[config.mk]
export PLATFORM = sky130hd
export DESIGN_NAME = swseq_top
export DESIGN_NICKNAME = d
export VERILOG_FILES = /design/src/rtl/swseq_top.v
export VERILOG_INCLUDE_DIRS = /design/src /design/src/rtl
export SDC_FILE = /design/constraint.sdc
export NUM_CORES = 1
export LEC_CHECK = 0
export ABC_AREA = 1
export BUFFER_PORTS_ARGS = -buffer_cell sky130_fd_sc_hd__buf_2
export CAP_MARGIN = 20
export CORE_ASPECT_RATIO = 0.8
export CORE_UTILIZATION = 54
export CTS_CLUSTER_DIAMETER = 30
export CTS_CLUSTER_SIZE = 40
export DETAILED_ROUTE_END_ITERATION = 8
export PLACE_DENSITY = 0.84
export SLEW_MARGIN = 20
export SYNTH_ARGS = -nofsm -noshare
export SYNTH_HDL_FRONTEND = slang
export SYNTH_SLANG_ARGS = --single-unit
export TNS_END_PERCENT = 50
[constraint.sdc]
create_clock -name CLK_SYS -period 4.55 [get_ports CLK_SYS]
set_input_delay 0.2275 -clock CLK_SYS [delete_from_list [all_inputs] [get_ports CLK_SYS]]
set_output_delay 0.2275 -clock CLK_SYS [all_outputs]
set_load 0.02 [all_outputs]
[src/rtl/swseq_defs.vh]
`ifndef SWSEQ_DEFS_VH
`define SWSEQ_DEFS_VH
// APB register byte offsets
`define SWSEQ_CTRL_OFF      12'h000
`define SWSEQ_CNT_OFF       12'h004
`define SWSEQ_STAT_OFF      12'h008
// Control register fields
`define SWSEQ_CTRL_EN       0
`define SWSEQ_CTRL_FILT     1
`define SWSEQ_CTRL_HS       2
`define SWSEQ_CTRL_GSR      3
`define SWSEQ_CTRL_DRIVE    4
`define SWSEQ_CTRL_SCP      5
`define SWSEQ_CTRL_CLKSEL   6
`define SWSEQ_CTRL_RST      32'h00000000
// Count register fields: minus-one encoded, 10 bits each
`define SWSEQ_IOREL_LSB     0
`define SWSEQ_WUNL_LSB      16
`define SWSEQ_IOREL_RST     10'h003
`define SWSEQ_WUNL_RST      10'h004
// Timing
`define SWSEQ_FILT_NS       100
`define SWSEQ_CLK_NS        5
`define SWSEQ_FILT_CYC      ((`SWSEQ_FILT_NS + `SWSEQ_CLK_NS - 1) / `SWSEQ_CLK_NS)
`define SWSEQ_GWE_DLY_CYC   8
`endif

[src/rtl/swseq_top.v]
`timescale 1ns/1ps
`default_nettype none
`include "swseq_defs.vh"
module swseq_top #(
   parameter CW       = 10,
   parameter FILT_CYC = `SWSEQ_FILT_CYC,
   parameter GWE_DLY  = `SWSEQ_GWE_DLY_CYC
) (
   // System
   input  wire        CLK_SYS,
   input  wire        RESETN,

   // APB slave
   input  wire        PSEL,
   input  wire        PENABLE,
   input  wire        PWRITE,
   input  wire [11:0] PADDR,
   input  wire [31:0] PWDATA,
   output wire        PREADY,
   output reg  [31:0] PRDATA,
   output wire        PSLVERR,

   // Suspend request and sleep control pins
   input  wire        SUSP_REQ_IN,
   input  wire        SLEEP_CONTROL_PINS,

   // Wake timer clock enables (two sources)
   input  wire        WAKE_TICK_INT,
   input  wire        WAKE_TICK_ALT,

   // Application handshake, sampled on application clock edge strobe
   input  wire        APP_CLK_RISE,
   input  wire        SLEEP_ACK_IN,
   output reg         SLEEP_REQUEST_OUT,

   // Wake status pin (three signals) and user I/O path
   input  wire        AWAKE_STAT_I,
   output reg         AWAKE_STAT_O,
   output reg         AWAKE_STAT_OE,
   input  wire        USER_STAT_O,
   input  wire        USER_STAT_OE,

   // Global controls to fabric
   output reg         IO_SUSPENDED,
   output reg         WRITE_PROTECT,
   output reg         GLOBAL_RESET,
   output wire        CFG_PINS_ACTIVE
);
   localparam ST_ACTIVE = 3'h0;
   localparam ST_REQ    = 3'h1;
   localparam ST_FREEZE = 3'h2;
   localparam ST_SUSP   = 3'h3;
   localparam ST_GSR    = 3'h4;
   localparam ST_WAIT   = 3'h5;
   localparam ST_WAKE   = 3'h6;

   reg  [31:0]   ctrl_reg;
   reg  [CW-1:0] io_release_count_reg;
   reg  [CW-1:0] write_unlock_count_reg;
   reg  [2:0]    state_reg;
   reg  [2:0]    state_next;
   reg  [CW:0]   wake_cnt_reg;
   reg  [7:0]    dly_reg;
   reg  [7:0]    filt_cnt_reg;
   reg           req_filt_reg;
   reg  [31:0]   rd_mux;
   wire          feat_en    = ctrl_reg[`SWSEQ_CTRL_EN];
   wire          hs_en      = ctrl_reg[`SWSEQ_CTRL_HS];
   wire          wake_timer_clock_sel = ctrl_reg[`SWSEQ_CTRL_CLKSEL];
   wire          wake_tick;
   wire          req_eff;
   wire          wr_en;
   wire          io_done;
   wire          wr_done;
   wire          count_tick;

   // Register address match
   function reg_hit;
      input [11:0] addr;
      input [11:0] off;
      begin
         reg_hit = (addr == off);
      end
   endfunction

   // Counter has passed the programmed minus-one count
   function count_done;
      input [CW:0]   cnt;
      input [CW-1:0] prog;
      begin
         count_done = (cnt > {1'b0, prog});
      end
   endfunction

   // This tick is the last one of the programmed count
   function count_last;
      input [CW:0]   cnt;
      input [CW-1:0] prog;
      begin
         count_last = (cnt >= {1'b0, prog});
      end
   endfunction

   // Status level per state; stays high through the freeze delay
   function awake_level;
      input [2:0] st;
      begin
         case (st)
            ST_SUSP: awake_level = 1'b0;
            ST_GSR:  awake_level = 1'b0;
            default: awake_level = 1'b1;
         endcase
      end
   endfunction

   // APB: zero wait, no errors
   assign PREADY  = 1'b1;
   assign PSLVERR = 1'b0;
   assign wr_en   = PSEL & PENABLE & PWRITE;
   assign CFG_PINS_ACTIVE = 1'b1;

   // Register writes
   always @(posedge CLK_SYS or negedge RESETN) begin
      if (!RESETN) begin
         ctrl_reg               <= `SWSEQ_CTRL_RST;
         io_release_count_reg   <= `SWSEQ_IOREL_RST;
         write_unlock_count_reg <= `SWSEQ_WUNL_RST;
      end else if (wr_en) begin
         if (reg_hit(PADDR, `SWSEQ_CTRL_OFF))
            ctrl_reg <= {25'h0000000, PWDATA[6:0]};
         if (reg_hit(PADDR, `SWSEQ_CNT_OFF)) begin
            io_release_count_reg   <= PWDATA[`SWSEQ_IOREL_LSB +: CW];
            write_unlock_count_reg <= PWDATA[`SWSEQ_WUNL_LSB +: CW];
         end
      end
   end

   // Read mux for the addressed register
   always @* begin
      rd_mux = 32'h00000000;
      if (reg_hit(PADDR, `SWSEQ_CTRL_OFF))
         rd_mux = ctrl_reg;
      else if (reg_hit(PADDR, `SWSEQ_CNT_OFF)) begin
         rd_mux[`SWSEQ_IOREL_LSB +: CW] = io_release_count_reg;
         rd_mux[`SWSEQ_WUNL_LSB +: CW]  = write_unlock_count_reg;
      end else if (reg_hit(PADDR, `SWSEQ_STAT_OFF))
         rd_mux = {14'h0000, wake_cnt_reg, state_reg, req_filt_reg,
                   IO_SUSPENDED, WRITE_PROTECT, SLEEP_REQUEST_OUT};
   end

   // Read data captured in the setup cycle, stands through the access cycle
   always @(posedge CLK_SYS or negedge RESETN) begin
      if (!RESETN)
         PRDATA <= 32'h00000000;
      else if (PSEL && !PENABLE && !PWRITE)
         PRDATA <= rd_mux;
   end

   // Single selected wake clock enable
   assign wake_tick = wake_timer_clock_sel ? WAKE_TICK_ALT : WAKE_TICK_INT;

   // Glitch filter: input must hold FILT_CYC cycles to change
   always @(posedge CLK_SYS or negedge RESETN) begin
      if (!RESETN) begin
         req_filt_reg <= 1'b0;
         filt_cnt_reg <= 8'h00;
      end else if (!ctrl_reg[`SWSEQ_CTRL_FILT]) begin
         req_filt_reg <= SUSP_REQ_IN;
         filt_cnt_reg <= 8'h00;
      end else if (SUSP_REQ_IN == req_filt_reg) begin
         filt_cnt_reg <= 8'h00;
      end else if (filt_cnt_reg >= FILT_CYC[7:0] - 8'h01) begin
         req_filt_reg <= SUSP_REQ_IN;
         filt_cnt_reg <= 8'h00;
      end else begin
         filt_cnt_reg <= filt_cnt_reg + 8'h01;
      end
   end

   // Request ignored when feature off
   assign req_eff = feat_en & req_filt_reg;
   assign io_done = count_done(wake_cnt_reg, io_release_count_reg);
   assign wr_done = count_done(wake_cnt_reg, write_unlock_count_reg);
   assign count_tick = (state_reg == ST_WAKE) && AWAKE_STAT_I && wake_tick;

   // Sequencer next state
   always @* begin
      state_next = state_reg;
      case (state_reg)
         ST_ACTIVE: if (req_eff)
                       state_next = hs_en ? ST_REQ : ST_FREEZE;
         ST_REQ:    if (!req_eff)
                       state_next = ST_ACTIVE;
                    else if (APP_CLK_RISE && SLEEP_ACK_IN && SLEEP_REQUEST_OUT)
                       state_next = ST_FREEZE;
         ST_FREEZE: if (dly_reg >= GWE_DLY[7:0])
                       state_next = ST_SUSP;
         ST_SUSP:   if (!req_eff && (!ctrl_reg[`SWSEQ_CTRL_SCP] || SLEEP_CONTROL_PINS))
                       state_next = ctrl_reg[`SWSEQ_CTRL_GSR] ? ST_GSR : ST_WAIT;
         ST_GSR:    state_next = ST_WAIT;
         ST_WAIT:   if (AWAKE_STAT_I)
                       state_next = ST_WAKE;
         ST_WAKE:   if (io_done && wr_done)
                       state_next = ST_ACTIVE;
         default:   state_next = ST_ACTIVE;
      endcase
   end

   // Sequencer state and freeze delay counter
   always @(posedge CLK_SYS or negedge RESETN) begin
      if (!RESETN) begin
         state_reg <= ST_ACTIVE;
         dly_reg   <= 8'h00;
      end else begin
         state_reg <= state_next;
         dly_reg   <= (state_reg == ST_FREEZE) ? dly_reg + 8'h01 : 8'h00;
      end
   end

   // Request output follows application clock edge, drops on abort
   always @(posedge CLK_SYS or negedge RESETN) begin
      if (!RESETN)
         SLEEP_REQUEST_OUT <= 1'b0;
      else if (state_reg != ST_REQ || !req_eff)
         SLEEP_REQUEST_OUT <= 1'b0;
      else if (APP_CLK_RISE)
         SLEEP_REQUEST_OUT <= 1'b1;
   end

   // One-cycle global reset pulse before the status pin rises
   always @(posedge CLK_SYS or negedge RESETN) begin
      if (!RESETN)
         GLOBAL_RESET <= 1'b0;
      else
         GLOBAL_RESET <= (state_next == ST_GSR);
   end

   // Wake counter cleared on entry, counts only while status high
   always @(posedge CLK_SYS or negedge RESETN) begin
      if (!RESETN)
         wake_cnt_reg <= {(CW+1){1'b0}};
      else if (state_reg == ST_SUSP)
         wake_cnt_reg <= {(CW+1){1'b0}};
      else if (count_tick)
         wake_cnt_reg <= wake_cnt_reg + {{CW{1'b0}}, 1'b1};
   end

   // Pin suspend flag: set on entry, cleared on the last release tick
   always @(posedge CLK_SYS or negedge RESETN) begin
      if (!RESETN)
         IO_SUSPENDED <= 1'b0;
      else if (state_next == ST_FREEZE)
         IO_SUSPENDED <= 1'b1;
      else if (count_tick && count_last(wake_cnt_reg, io_release_count_reg))
         IO_SUSPENDED <= 1'b0;
   end

   // Write protect: set after the freeze delay, cleared on the last unlock tick
   always @(posedge CLK_SYS or negedge RESETN) begin
      if (!RESETN)
         WRITE_PROTECT <= 1'b0;
      else if (state_reg == ST_FREEZE && state_next == ST_SUSP)
         WRITE_PROTECT <= 1'b1;
      else if (count_tick && count_last(wake_cnt_reg, write_unlock_count_reg))
         WRITE_PROTECT <= 1'b0;
   end

   // Wake status pin drive
   always @* begin
      if (!feat_en) begin
         AWAKE_STAT_O  = USER_STAT_O;
         AWAKE_STAT_OE = USER_STAT_OE;
      end else begin
         AWAKE_STAT_O  = awake_level(state_reg);
         AWAKE_STAT_OE = ctrl_reg[`SWSEQ_CTRL_DRIVE] | ~AWAKE_STAT_O;
      end
   end
endmodule
`default_nettype wire

# [Word level (Yosys, flattened, before mapping)]
# Index checks and enable logic that the tools add are counted.
[op_classes] reduce_logical=27 addsub=3 n_eq_ne=15 n_mux=36 bitwise_logic=5 magnitude_cmp=6
[op_table] cell="32-bit 2-to-1 mux" count=1
[op_table] cell="8-bit 2-to-1 mux" count=4
[op_table] cell="11-bit by 10-bit greater-or-equal comparator with 1-bit output" count=2
[op_table] cell="11-bit by 10-bit > comparator with 1-bit output" count=2
[op_table] cell="11-bit 2-to-1 mux" count=2
[op_table] cell="3-bit 2-to-1 mux" count=7
[op_table] cell="3-bit case mux with 7 select lines" count=1
[op_table] cell="10-bit 2-to-1 mux" count=2
[op_table] cell="18-bit 2-to-1 mux" count=1
[op_table] cell="8-bit by 1-bit adder with 8-bit output (second input constant)" count=2
[op_table] cell="1-bit 2-to-1 mux" count=15
[op_table] cell="12-bit by 3-bit == test with 1-bit output (second input constant)" count=1
[op_table] cell="12-bit by 4-bit == test with 1-bit output (second input constant)" count=1
[op_table] cell="3-bit by 2-bit == test with 1-bit output (second input constant)" count=4
[op_table] cell="3-bit == test (second input constant)" count=4
[op_table] cell="12-bit zero test" count=1
[op_table] cell="6-bit 2-to-1 mux" count=2
[op_table] cell="11-bit by 1-bit adder with 11-bit output (second input constant)" count=1
[op_table] cell="1-bit logical AND" count=11
[op_table] cell="8-bit by 4-bit greater-or-equal comparator with 1-bit output (second input constant)" count=1
[op_table] cell="8-bit by 5-bit greater-or-equal comparator with 1-bit output (second input constant)" count=1
[op_table] cell="2-bit nonzero test" count=4
[op_table] cell="2-bit AND reduction" count=3
[op_table] cell="1-bit zero test" count=4
[op_table] cell="12 further kinds" count=15
[word_totals] out_inout_bits=41 reg_bits=94

# [Longest topological paths before layout]
# Gate-level depths: netlist of the first run.
[depth] depth_word=8 depth_mapped=14 depth_no_buf=14

# [Worst setup path before layout of the first run]
# No wires, ideal clock.
[synth_path] kind="register -> register" from="reg io_release_count_reg[1]" to="reg GLOBAL_RESET" slack_ns=2.985 period_less_slack_ns=1.565 stages_incl_launch_ff=12 arrival_ns=1.451 n_path_buf=0 setup_time_ns=0.114 path_cell_list="dfstp_2 inv_1 ha_1 and3_1 nand2_1 nand2_1 inv_1 nand3_1 nand2_1 nand2_1 inv_1 nor2_1"
[synth_via] elab_chain_cells=5
[synth_lines] item="start: declaration" line_no="swseq_top.v:58" rtl="reg [CW-1:0] io_release_count_reg;"
[synth_lines] item="start signal: assignment" line_no="swseq_top.v:126" rtl="io_release_count_reg <= `SWSEQ_IOREL_RST;"
[synth_lines] item="start signal: assignment" line_no="swseq_top.v:132" rtl="io_release_count_reg <= PWDATA[`SWSEQ_IOREL_LSB +: CW];"
[synth_lines] item="11-bit by 10-bit > comparator with 1-bit output" line_no="swseq_top.v:91" rtl="count_done = (cnt > {1'b0, prog});"
[synth_lines] item="1-bit logical AND" line_no="swseq_top.v:203" rtl="ST_WAKE: if (io_done && wr_done)"
[synth_lines] item="3-bit 2-to-1 mux" line_no="swseq_top.v:203"
[synth_lines] item="3-bit case mux with 7 select lines" line_no="swseq_top.v:189" rtl="case (state_reg)"
[synth_lines] item="via state_next[2]" line_no="swseq_top.v:61" rtl="reg [2:0] state_next;"
[synth_lines] item="3-bit == test" line_no="swseq_top.v:235" rtl="GLOBAL_RESET <= (state_next == ST_GSR);"
[synth_lines] item="end signal: assignment" line_no="swseq_top.v:235"
[synth_lines] item="end: declaration" line_no="swseq_top.v:46" rtl="output reg GLOBAL_RESET,"
# The timed path passes the listed nets, and every way through them passes these cells.
# A chain may end at the register's enable or synchronous reset.

# [Final worst setup path of the first run]
[layout_path] from="reg state_reg[2]" to="reg IO_SUSPENDED"
[layout_via] elab_chain_cells=5
[layout_lines] item="start: declaration" line_no="swseq_top.v:60" rtl="reg [2:0] state_reg;"
[layout_lines] item="start signal: assignment" line_no="swseq_top.v:215" rtl="state_reg <= state_next;"
[layout_lines] item="3-bit 2-to-1 mux or 3-bit == test (tied branches)" line_no="swseq_top.v:194, swseq_top.v:184, swseq_top.v:189"
[layout_lines] item="3-bit 2-to-1 mux or 1-bit logical AND (tied branches)" line_no="swseq_top.v:192, swseq_top.v:184"
[layout_lines] item="3-bit case mux with 7 select lines or 1-bit logical AND (tied branches)" line_no="swseq_top.v:189, swseq_top.v:184"
[layout_lines] item="3-bit by 2-bit == test with 1-bit output or 1-bit logical AND (tied branches)" line_no="swseq_top.v:252, swseq_top.v:254"
[layout_lines] item="1-bit 2-to-1 mux or 2-bit nonzero test (tied branches)"
[layout_lines] item="end signal: assignment" line_no="swseq_top.v:251" rtl="IO_SUSPENDED <= 1'b0;"
[layout_lines] item="end signal: assignment" line_no="swseq_top.v:253" rtl="IO_SUSPENDED <= 1'b1;"
[layout_lines] item="end signal: assignment" line_no="swseq_top.v:255" rtl="IO_SUSPENDED <= 1'b0;"
[layout_lines] item="end: declaration" line_no="swseq_top.v:44" rtl="output reg IO_SUSPENDED,"
# Parallel ways exist; a longest one is shown, timed or not.

==> impl_metrics.tcl, run 1 <==
set metrics [dict create \
    status "finished clean" \
    slowest_delay_ps 710 \
    holdWs_ps 103.1 \
    fin_crit_ps 2125 \
    setup_slack_ps 2425 \
    antenna_found_initial 0 \
    syn_inst 568 \
    cts_setup_buffers 0 \
    vias 4150 \
    synth.top_cell.area_share_pct 45.91 \
    final_layout_size_suffix_gt1_share_pct 16.69 \
    seqPwrFrac_pct 51.2 \
    cp_top_family "simple AND/OR/NAND/NOR gates" \
    cts_root_buf "clkbuf_8" \
    min_path_type "input port to register" \
    drt_iter0_drc 239 \
    gp_congestion 0.9058 \
    grt_pass1_wl_microns 18770 \
    internal_power_mw 1.191 \
    use_met2_pct 44.44 \
    r2r_end "IO_SUSPENDED" \
    path_class "register to register" \
    final_util_pct 65.27 \
    ant_nets 0 \
    drc 0 \
    routedWlPerCell_microns 14.64 \
    wirelength_microns 11140 \
    numPortBuffers 77 \
    dieWidth_microns 105.6 \
    dpl-instance-area_sq_um 5079 \
    postLayoutCellArea_sq_um 5305 \
    layout.nets 730 \
    maxCapViolCount 0 \
    p_sw_share_pct 27.79 \
    clk_latency_ps 370 \
    maxSlewHeadroom_pct 44.50 \
    r2r-start "state_reg[2]" \
    hp-start "PWDATA[18]" \
    required_ps 4810 \
    avgViaCountPerCell 5.453 \
    cp_cell_sequence "nor3_1 -> o21ai_0 -> nand2_1 -> nor3_1 -> nand4_1 -> nand2_1" \
    min_to "write_unlock_count_reg[2]" \
    cts_buffers 9 \
    synth_edf_count 0 \
    gr-usage-met1_pct 36.52 \
    ys_ff_latch 88 \
    comb_power_share_pct 13.2 \
    grt_max_degree 89 \
    yosysTopAreaCell "dfrtp_1" \
    async_reset_ff_share_pct 100.0 \
    synth.area.top_cells "dfrtp_1 (46%), nand2_1 (10%), ha_1 (6.5%), inv_1 (6.2%), o21ai_0 (5.3%)" \
    cp_num_buf_inv 0 \
    synth_flop_cell "dfrtp_1" \
    setup_violations 0 \
    synth.avg_cell_area_sq_um 8.157 \
    ctsResizeCount 0 \
    place_hpwl_microns 8193 \
    switchingPower_mw 0.4582 \
    area_growth_pct 14.50 \
    yosysWarnings 0 \
    hold_viol 0 \
    largest_reg_flops 26 \
    drtPass1Iterations 4 \
    yosysMostFrequentCell "nand2_1" \
    use_met3_pct 5.300 \
    top_usage_layer "met2" \
    clk_path_buf_depth 2 \
    core_sq_um 8128 \
    cts_hold_buf 0 \
    clk_pin_slew_worst_paths_ps 90 \
    p_leak_nw 2.783 \
    reg2regPathDepth 6 \
    htree_levels 3 \
    grt_use_total_pct 27.00 \
    overflow 0 \
    rrSetupSlack_ps 2420 \
    powerDensity_nw_per_um2 310.8 \
    seq_area_frac_synth_pct 47.61 \
    synth.distinct_cells 36 \
    end_kind "register" \
    io_pins 99 \
    startpoint_type "register" \
    cp.arrival_ps 2390 \
    dp_slack_ps 2202 \
    initial_core_util_pct 57.00 \
    slew_viol_final 0 \
    synth_area_sq_um 4633 \
    whs_path_depth 3 \
    cp_max_fo 8 \
    fin_worst_skew_ps 15.28 \
    grt_pass1_vias 4032 \
    post-route-period-util_pct 46.71 \
    vdd_ir_drop_max_v 0.0001772 \
    finalSetupTns_ps 0 \
    clock_sinks 88 \
    rows 29 \
    synth_common_cells "nand2_1 (124), dfrtp_1 (85), inv_1 (77), nor2_1 (61), o21ai_0 (49)" \
    rsz0062_at_grt "no" \
    die-area_sq_um 8957 \
    die_y_microns 84.85 \
    antenna_cells 0 \
    tightestPinTransition_ps 826.2 \
    tritoncts "built" \
    slowest_stage "nor3_1" \
    clock.fmax_mhz 470.5 \
    clkPwrFrac_pct 35.7 \
]
[power by group through the flow]
stage / registers [mW] / logic [mW] / clock network (mW)
finish: 0.844 / 0.217 / 0.588
floorplan: 0.848 / 0.135 / 0
detailed placement: 0.857 / 0.213 / 0
global route: 0.847 / 0.249 / 0.628
CTS: 0.841 / 0.215 / 0.598
global placement: 0.856 / 0.198 / 0
[worst min-delay path: cells and delay by family]
family	cells	cell delay (ps)
buf+inv	1	100
simple gates	1	90
compound gates	1	50
[logic make-up (layout without fill, tap and decap cells)]
family | Yosys count | after routing | share of synthesized area (%)
compound gates | 95 | 95 | 11.42
xor+xnor | 4 | 4 | 0.7563
fa+ha+maj | 24 | 24 | 6.481
buf+inv | 101 | 176 | 9.209
flops | 88 | 88 | 47.61
mux | 1 | 1 | 0.3240
other cells | 2 | 12 | 0.1621
simple gates | 253 | 253 | 24.03
[how the worst max path moves through the flow]
stage	from	endpoint	slack (ps)	cells past startpoint
floorplan	io_release_count_reg[1]	GLOBAL_RESET	2990	11
global placement	PADDR[11]	PRDATA[9]	2300	6
detailed placement	PADDR[9]	PRDATA[16]	2200	6
CTS	state_reg[2]	IO_SUSPENDED	2420	6
global route	state_reg[1]	IO_SUSPENDED	2330	7
finish	state_reg[2]	IO_SUSPENDED	2420	6
[routing by layer]
| metal | part of all wire [%] | wire [microns] |
|---|---|---|
| met1 | 45 | 4989 |
| met2 | 47 | 5290 |
| met3 | 6.2 | 693 |
| met4 | 1.5 | 167 |
| met5 | 0 | 0 |
[stage by stage]
stage	power, mW	std cells
6_report	1.649	761
5_1_grt	1.723	761
4_1_cts	1.655	760
3_5_place_dp	1.070	744
3_3_place_gp	1.053	744
2_1_floorplan	0.9825	578
[cells in the final DEF (no fill, tap or decap), drive strengths merged, types with 3 or more instances in the layout]
cell,Yosys,layout
inv,81,81
clkbuf,7,11
conb,2,12
ha,24,24
nand3,32,32
nor4,3,3
nand2,125,125
dfstp,3,3
nand4,12,12
nor3,14,14
a41oi,3,3
buf,13,78
dfrtp,85,85
o211ai,6,6
o221ai,4,4
a21oi,28,28
o21ai,49,49
nor2,62,62
xor2,3,3
[area by class of cell]
cell class	instances	area, sq um
multi-input cells	389	2038
clock inverters	5	81.33
repair buffers	79	409.1
flip-flops and latches	88	2206
inverters	81	304.0
clock buffers	11	131.4
well taps	108	135.1
fillers	682	2823
Power figures use the tool's default switching activity.
==> run 2: changes to the inputs <==
- clock period: 4.55 -> 2.1 ns (I/O delays scaled with it)
==> impl_metrics.tcl, run 2 (synthesis results as in run 1) <==
set metrics [dict create \
    status "finished clean" \
    finalSetupTns_ps 0 \
    startpoint_type "register" \
    rsz0062_at_grt "no" \
    grt_use_total_pct 25.90 \
    cp_cell_sequence "ha_1 -> nand2_1 -> nor2_1 -> inv_1 -> nor2_1 -> nand2_1 -> nand3_1 -> nand3_1 -> nand2_1 -> nand2_1 -> inv_1 -> nor2_1" \
    cts_buffers 9 \
    wirelength_microns 10830 \
    rows 29 \
    grt_pass1_wl_microns 18030 \
    clk_latency_ps 370 \
    htree_levels 3 \
    drtPass1Iterations 4 \
    min_path_type "input port to register" \
    end_kind "register" \
    dp_slack_ps 250.3 \
    slowest_stage "dfrtp_1" \
    drc 0 \
    drt_iter0_drc 196 \
    finalPower_mw 3.480 \
    final_layout_size_suffix_gt1_share_pct 17.29 \
    slowest_delay_ps 480 \
    powerDensity_nw_per_um2 636.7 \
    postLayoutCellArea_sq_um 5465 \
    use_met2_pct 40.25 \
    ant_nets 0 \
    post-route-period-util_pct 88.73 \
    dieWidth_microns 105.6 \
    hold_viol 0 \
    gr-usage-met1_pct 36.99 \
    timing.critical_path.mode_cell "nand2_1" \
    top_usage_layer "met2" \
    place_hpwl_microns 8021 \
    cp.arrival_ps 2120 \
    cts_root_buf "clkbuf_8" \
    cp_num_buf_inv 2 \
    layout.nets 748 \
    antenna_cells 0 \
    clock_sinks 88 \
    path_class "register to register" \
    layout_commonest_cell "nand2_1" \
    setup_slack_ps 236.7 \
    grt_pass1_vias 3848 \
    layout_common_cells "nand2_1 (124), dfrtp_1 (85), inv_1 (77)" \
    fillers 680 \
    die_y_microns 84.85 \
    grt_max_degree 89 \
    gp_congestion 0.8698 \
    tightestPinTransition_ps 735.3 \
    initial_core_util_pct 57.00 \
    dp.cells 749 \
    overflow 0 \
    fin_worst_skew_ps 14.01 \
    tritoncts "built" \
    final_cells 779 \
    io_pins 99 \
    holdWs_ps 10.03 \
    antenna_found_initial 0 \
    dpl-instance-area_sq_um 5129 \
    cp_max_fo 6 \
    numPortBuffers 77 \
    clk_pin_slew_worst_paths_ps 100 \
    vias 4161 \
    avgViaCountPerCell 5.341 \
    area_growth_pct 17.96 \
    routedWlPerCell_microns 13.91 \
    cp_top_family "simple AND/OR/NAND/NOR gates" \
    core_sq_um 8128 \
    clk_path_buf_depth 2 \
    largest_reg_flops 26 \
    use_met3_pct 4.608 \
    die-area_sq_um 8957 \
    setup_violations 0 \
    vdd_ir_drop_max_v 0.0004032 \
    clock.fmax_mhz 536.7 \
    fin_crit_ps 1863 \
    maxSlewHeadroom_pct 50.92 \
    cts_setup_buffers 0 \
    final_util_pct 67.24 \
    maxCapViolCount 0 \
    p_leak_nw 2.857 \
    required_ps 2360 \
    slew_viol_final 0 \
]
==> run 2: timing repair <==
| item | in CTS | in global routing |
|---|---|---|
| resized for setup | 0 | 0 |
| endpoints found under the hold margin | 98 | 0 |
| hold buffers | 14 | 0 |
==> run 2: layout make-up <==
type | instances | area, sq um | area share [%]
Timing Repair Buffer | 97 | 585.6 | 10.71
Inverter | 81 | 304.0 | 5.563
Sequential cell | 88 | 2206 | 40.36
Multi-Input combinational cell | 389 | 2038 | 37.29
Clock inverter | 7 | 72.57 | 1.328
Tap cell | 108 | 135.1 | 2.473
Clock buffer | 9 | 123.9 | 2.266
==> run 2: routing by layer <==
| layer | wire length [microns] | share of wire (%) |
|---|---|---|
| met5 | 0 | 0 |
| met1 | 5088 | 47 |
| met3 | 713 | 6.6 |
| met2 | 4879 | 45 |
| met4 | 152 | 1.4 |
==> run 2: worst paths after layout <==
kind | from | end | depth (start not counted) | slack [ps]
min in group asynchronous | RESETN | write_unlock_count_reg[5] | 3 | 290
worst max register to register | wake_cnt_reg[5] | GLOBAL_RESET | 12 | 240
worst min-delay path | PWDATA[19] | write_unlock_count_reg[3] | 3 | 10
max in group asynchronous | RESETN | io_release_count_reg[0] | 3 | 1420
worst max-delay path | wake_cnt_reg[5] | GLOBAL_RESET | 12 | 240
worst min register to register | dly_reg[7] | dly_reg[7] | 1 | 470
==> run 2: where the power goes <==
group          total (mW)  leakage, nW  internal, mW  switching, mW
Combinational       0.481         1.64         0.179          0.302
Clock                1.17       0.0952         0.549          0.625
Sequential           1.83         1.12          1.74         0.0806
Total                3.48         2.86          2.47           1.01
==> run 2: worst register-to-register path, cell delays in order (launching register included) <==
cell and delay (ps):
dfrtp_1 480, ha_1 320, nand2_1 60, nor2_1 140
inv_1 60, nor2_1 120, nand2_1 60, nand3_1 90
nand3_1 120, nand2_1 140, nand2_1 90, inv_1 60
nor2_1 40
==> run 3: changes to the inputs <==
- SETUP_SLACK_MARGIN: not set -> 0.4
==> impl_metrics.tcl, run 3 (synthesis results as in run 1) <==
set metrics [dict create \
    end_kind "register" \
    rrSetupSlack_ps 360 \
    largest_reg_flops 26 \
    clk_latency_ps 360 \
    tritoncts "built" \
    hp-start "PWDATA[19]" \
    htree_levels 3 \
    path_class "register to register" \
    final_layout_size_suffix_gt1_share_pct 24.78 \
    maxSlewHeadroom_pct 49.37 \
    min_to "write_unlock_count_reg[3]" \
    grt_pass1_wl_microns 18380 \
    antenna_cells 0 \
    die-area_sq_um 8957 \
    grt_max_degree 89 \
    cts_buffers 9 \
    maxCapViolCount 0 \
    die_y_microns 84.85 \
    drtPass1Iterations 5 \
    antenna_found_initial 0 \
    clk_pin_slew_worst_paths_ps 100 \
    finalSetupTns_ps 0 \
    io_pins 99 \
    avgViaCountPerCell 5.422 \
    dp_slack_ps 250.3 \
    status "finished clean" \
    startpoint_type "register" \
    core_sq_um 8128 \
    clock.fmax_mhz 574.9 \
    area_growth_pct 23.85 \
    postLayoutCellArea_sq_um 5738 \
    numPortBuffers 77 \
    slowest_delay_ps 440 \
    powerDensity_nw_per_um2 626.1 \
    vias 4262 \
    layout_commonest_cell "nand2_1" \
    r2r_end "GLOBAL_RESET" \
    required_ps 2350 \
    dieWidth_microns 105.6 \
    grt_pass1_vias 3903 \
    fillers 624 \
    whs_path_depth 3 \
    holdWs_ps 12.78 \
    drt_iter0_drc 275 \
    clock_sinks 88 \
    rows 29 \
    wirelength_microns 11620 \
    overflow 0 \
    ant_nets 0 \
    hold_viol 0 \
    rsz0062_at_grt "yes" \
    layout.nets 755 \
    cp.arrival_ps 1990 \
    drc 0 \
    vdd_ir_drop_max_v 0.0003988 \
    routedWlPerCell_microns 14.78 \
    final_util_pct 70.60 \
    place_hpwl_microns 8021 \
    cp_cell_sequence "ha_1 -> nand2_1 -> nor2_1 -> nand2_1 -> nand3_4 -> nand3_4 -> nand2_4 -> nand2_4 -> inv_2 -> nor2_1" \
    min_path_type "input port to register" \
    fin_crit_ps 1739 \
    setup_violations 0 \
    slowest_stage "dfrtp_1" \
    slew_viol_final 0 \
    grt_use_total_pct 26.30 \
    reg2regPathDepth 10 \
    p_leak_nw 2.918 \
    layout_common_cells "nand2_1 (116), dfrtp_1 (78), buf_2 (76)" \
    cp_max_fo 4 \
    post-route-period-util_pct 82.82 \
    fin_worst_skew_ps 14.56 \
    setup_slack_ps 360.7 \
    clk_path_buf_depth 2 \
    cts_root_buf "clkbuf_8" \
    r2r-start "wake_cnt_reg[8]" \
    gp_congestion 0.8698 \
    dpl-instance-area_sq_um 5129 \
    tightestPinTransition_ps 758.6 \
    initial_core_util_pct 57.00 \
]
## run 3: changes by cell type in the layout (fill, tap and decap cells not counted), sizes merged
cell | before | now
buf | 83 | 90
## run 3: how the worst max path moves through the flow
stage                            start  slack [ps]      endpoint
6_report               wake_cnt_reg[8]         360  GLOBAL_RESET
5_1_grt                wake_cnt_reg[8]         230  GLOBAL_RESET
4_1_cts                wake_cnt_reg[9]         380  GLOBAL_RESET
3_5_place_dp           wake_cnt_reg[5]         250  GLOBAL_RESET
3_3_place_gp           wake_cnt_reg[5]         340  GLOBAL_RESET
2_1_floorplan  io_release_count_reg[1]         540  GLOBAL_RESET
## run 3: layout make-up
cell class | count | area [sq um] | area share, %
clock inverters | 7 | 72.57 | 1.265
clock buffers | 9 | 123.9 | 2.159
inverters | 81 | 304.0 | 5.299
well taps | 108 | 135.1 | 2.355
multi-input cells | 389 | 2250 | 39.21
repair buffers | 104 | 638.1 | 11.12
flip-flops and latches | 88 | 2215 | 38.60
## run 3: metrics by stage
step | instances | power [mW]
CTS | 784 | 3.515
floorplan | 578 | 2.129
finish | 786 | 3.592
global placement | 749 | 2.288
detailed placement | 749 | 2.307
global route | 786 | 3.764
## run 3: worst max-delay path, delay by kind of cell, from the launching register on
| kind | cells | cell delay (ps) |
|---|---|---|
| fa+ha+maj | 1 | 350 |
| simple gates | 8 | 800 |
| flops | 1 | 440 |
| buf+inv | 1 | 50 |
## run 3: power breakdown
group / switching, mW / total [mW] / internal, mW
combinational: 0.351 / 0.578 / 0.227
clock: 0.623 / 1.17 / 0.549
sequential: 0.0914 / 1.84 / 1.75
## run 3: what timing repair did
action	4_1_cts	5_1_grt
setup buffers	5	2
endpoints found under the setup margin	9	15
pin swaps	6	13
gates resized for setup	16	42
hold endpoints to repair	98	0
hold buffers	14	0
## run 3: routing by layer
layer  part of all wire (%)  global-route usage, %
met5                      0                      0
met3                    7.3                  4.531
met1                     45                  37.60
met4                    1.8                  7.828
met2                     46                  41.57
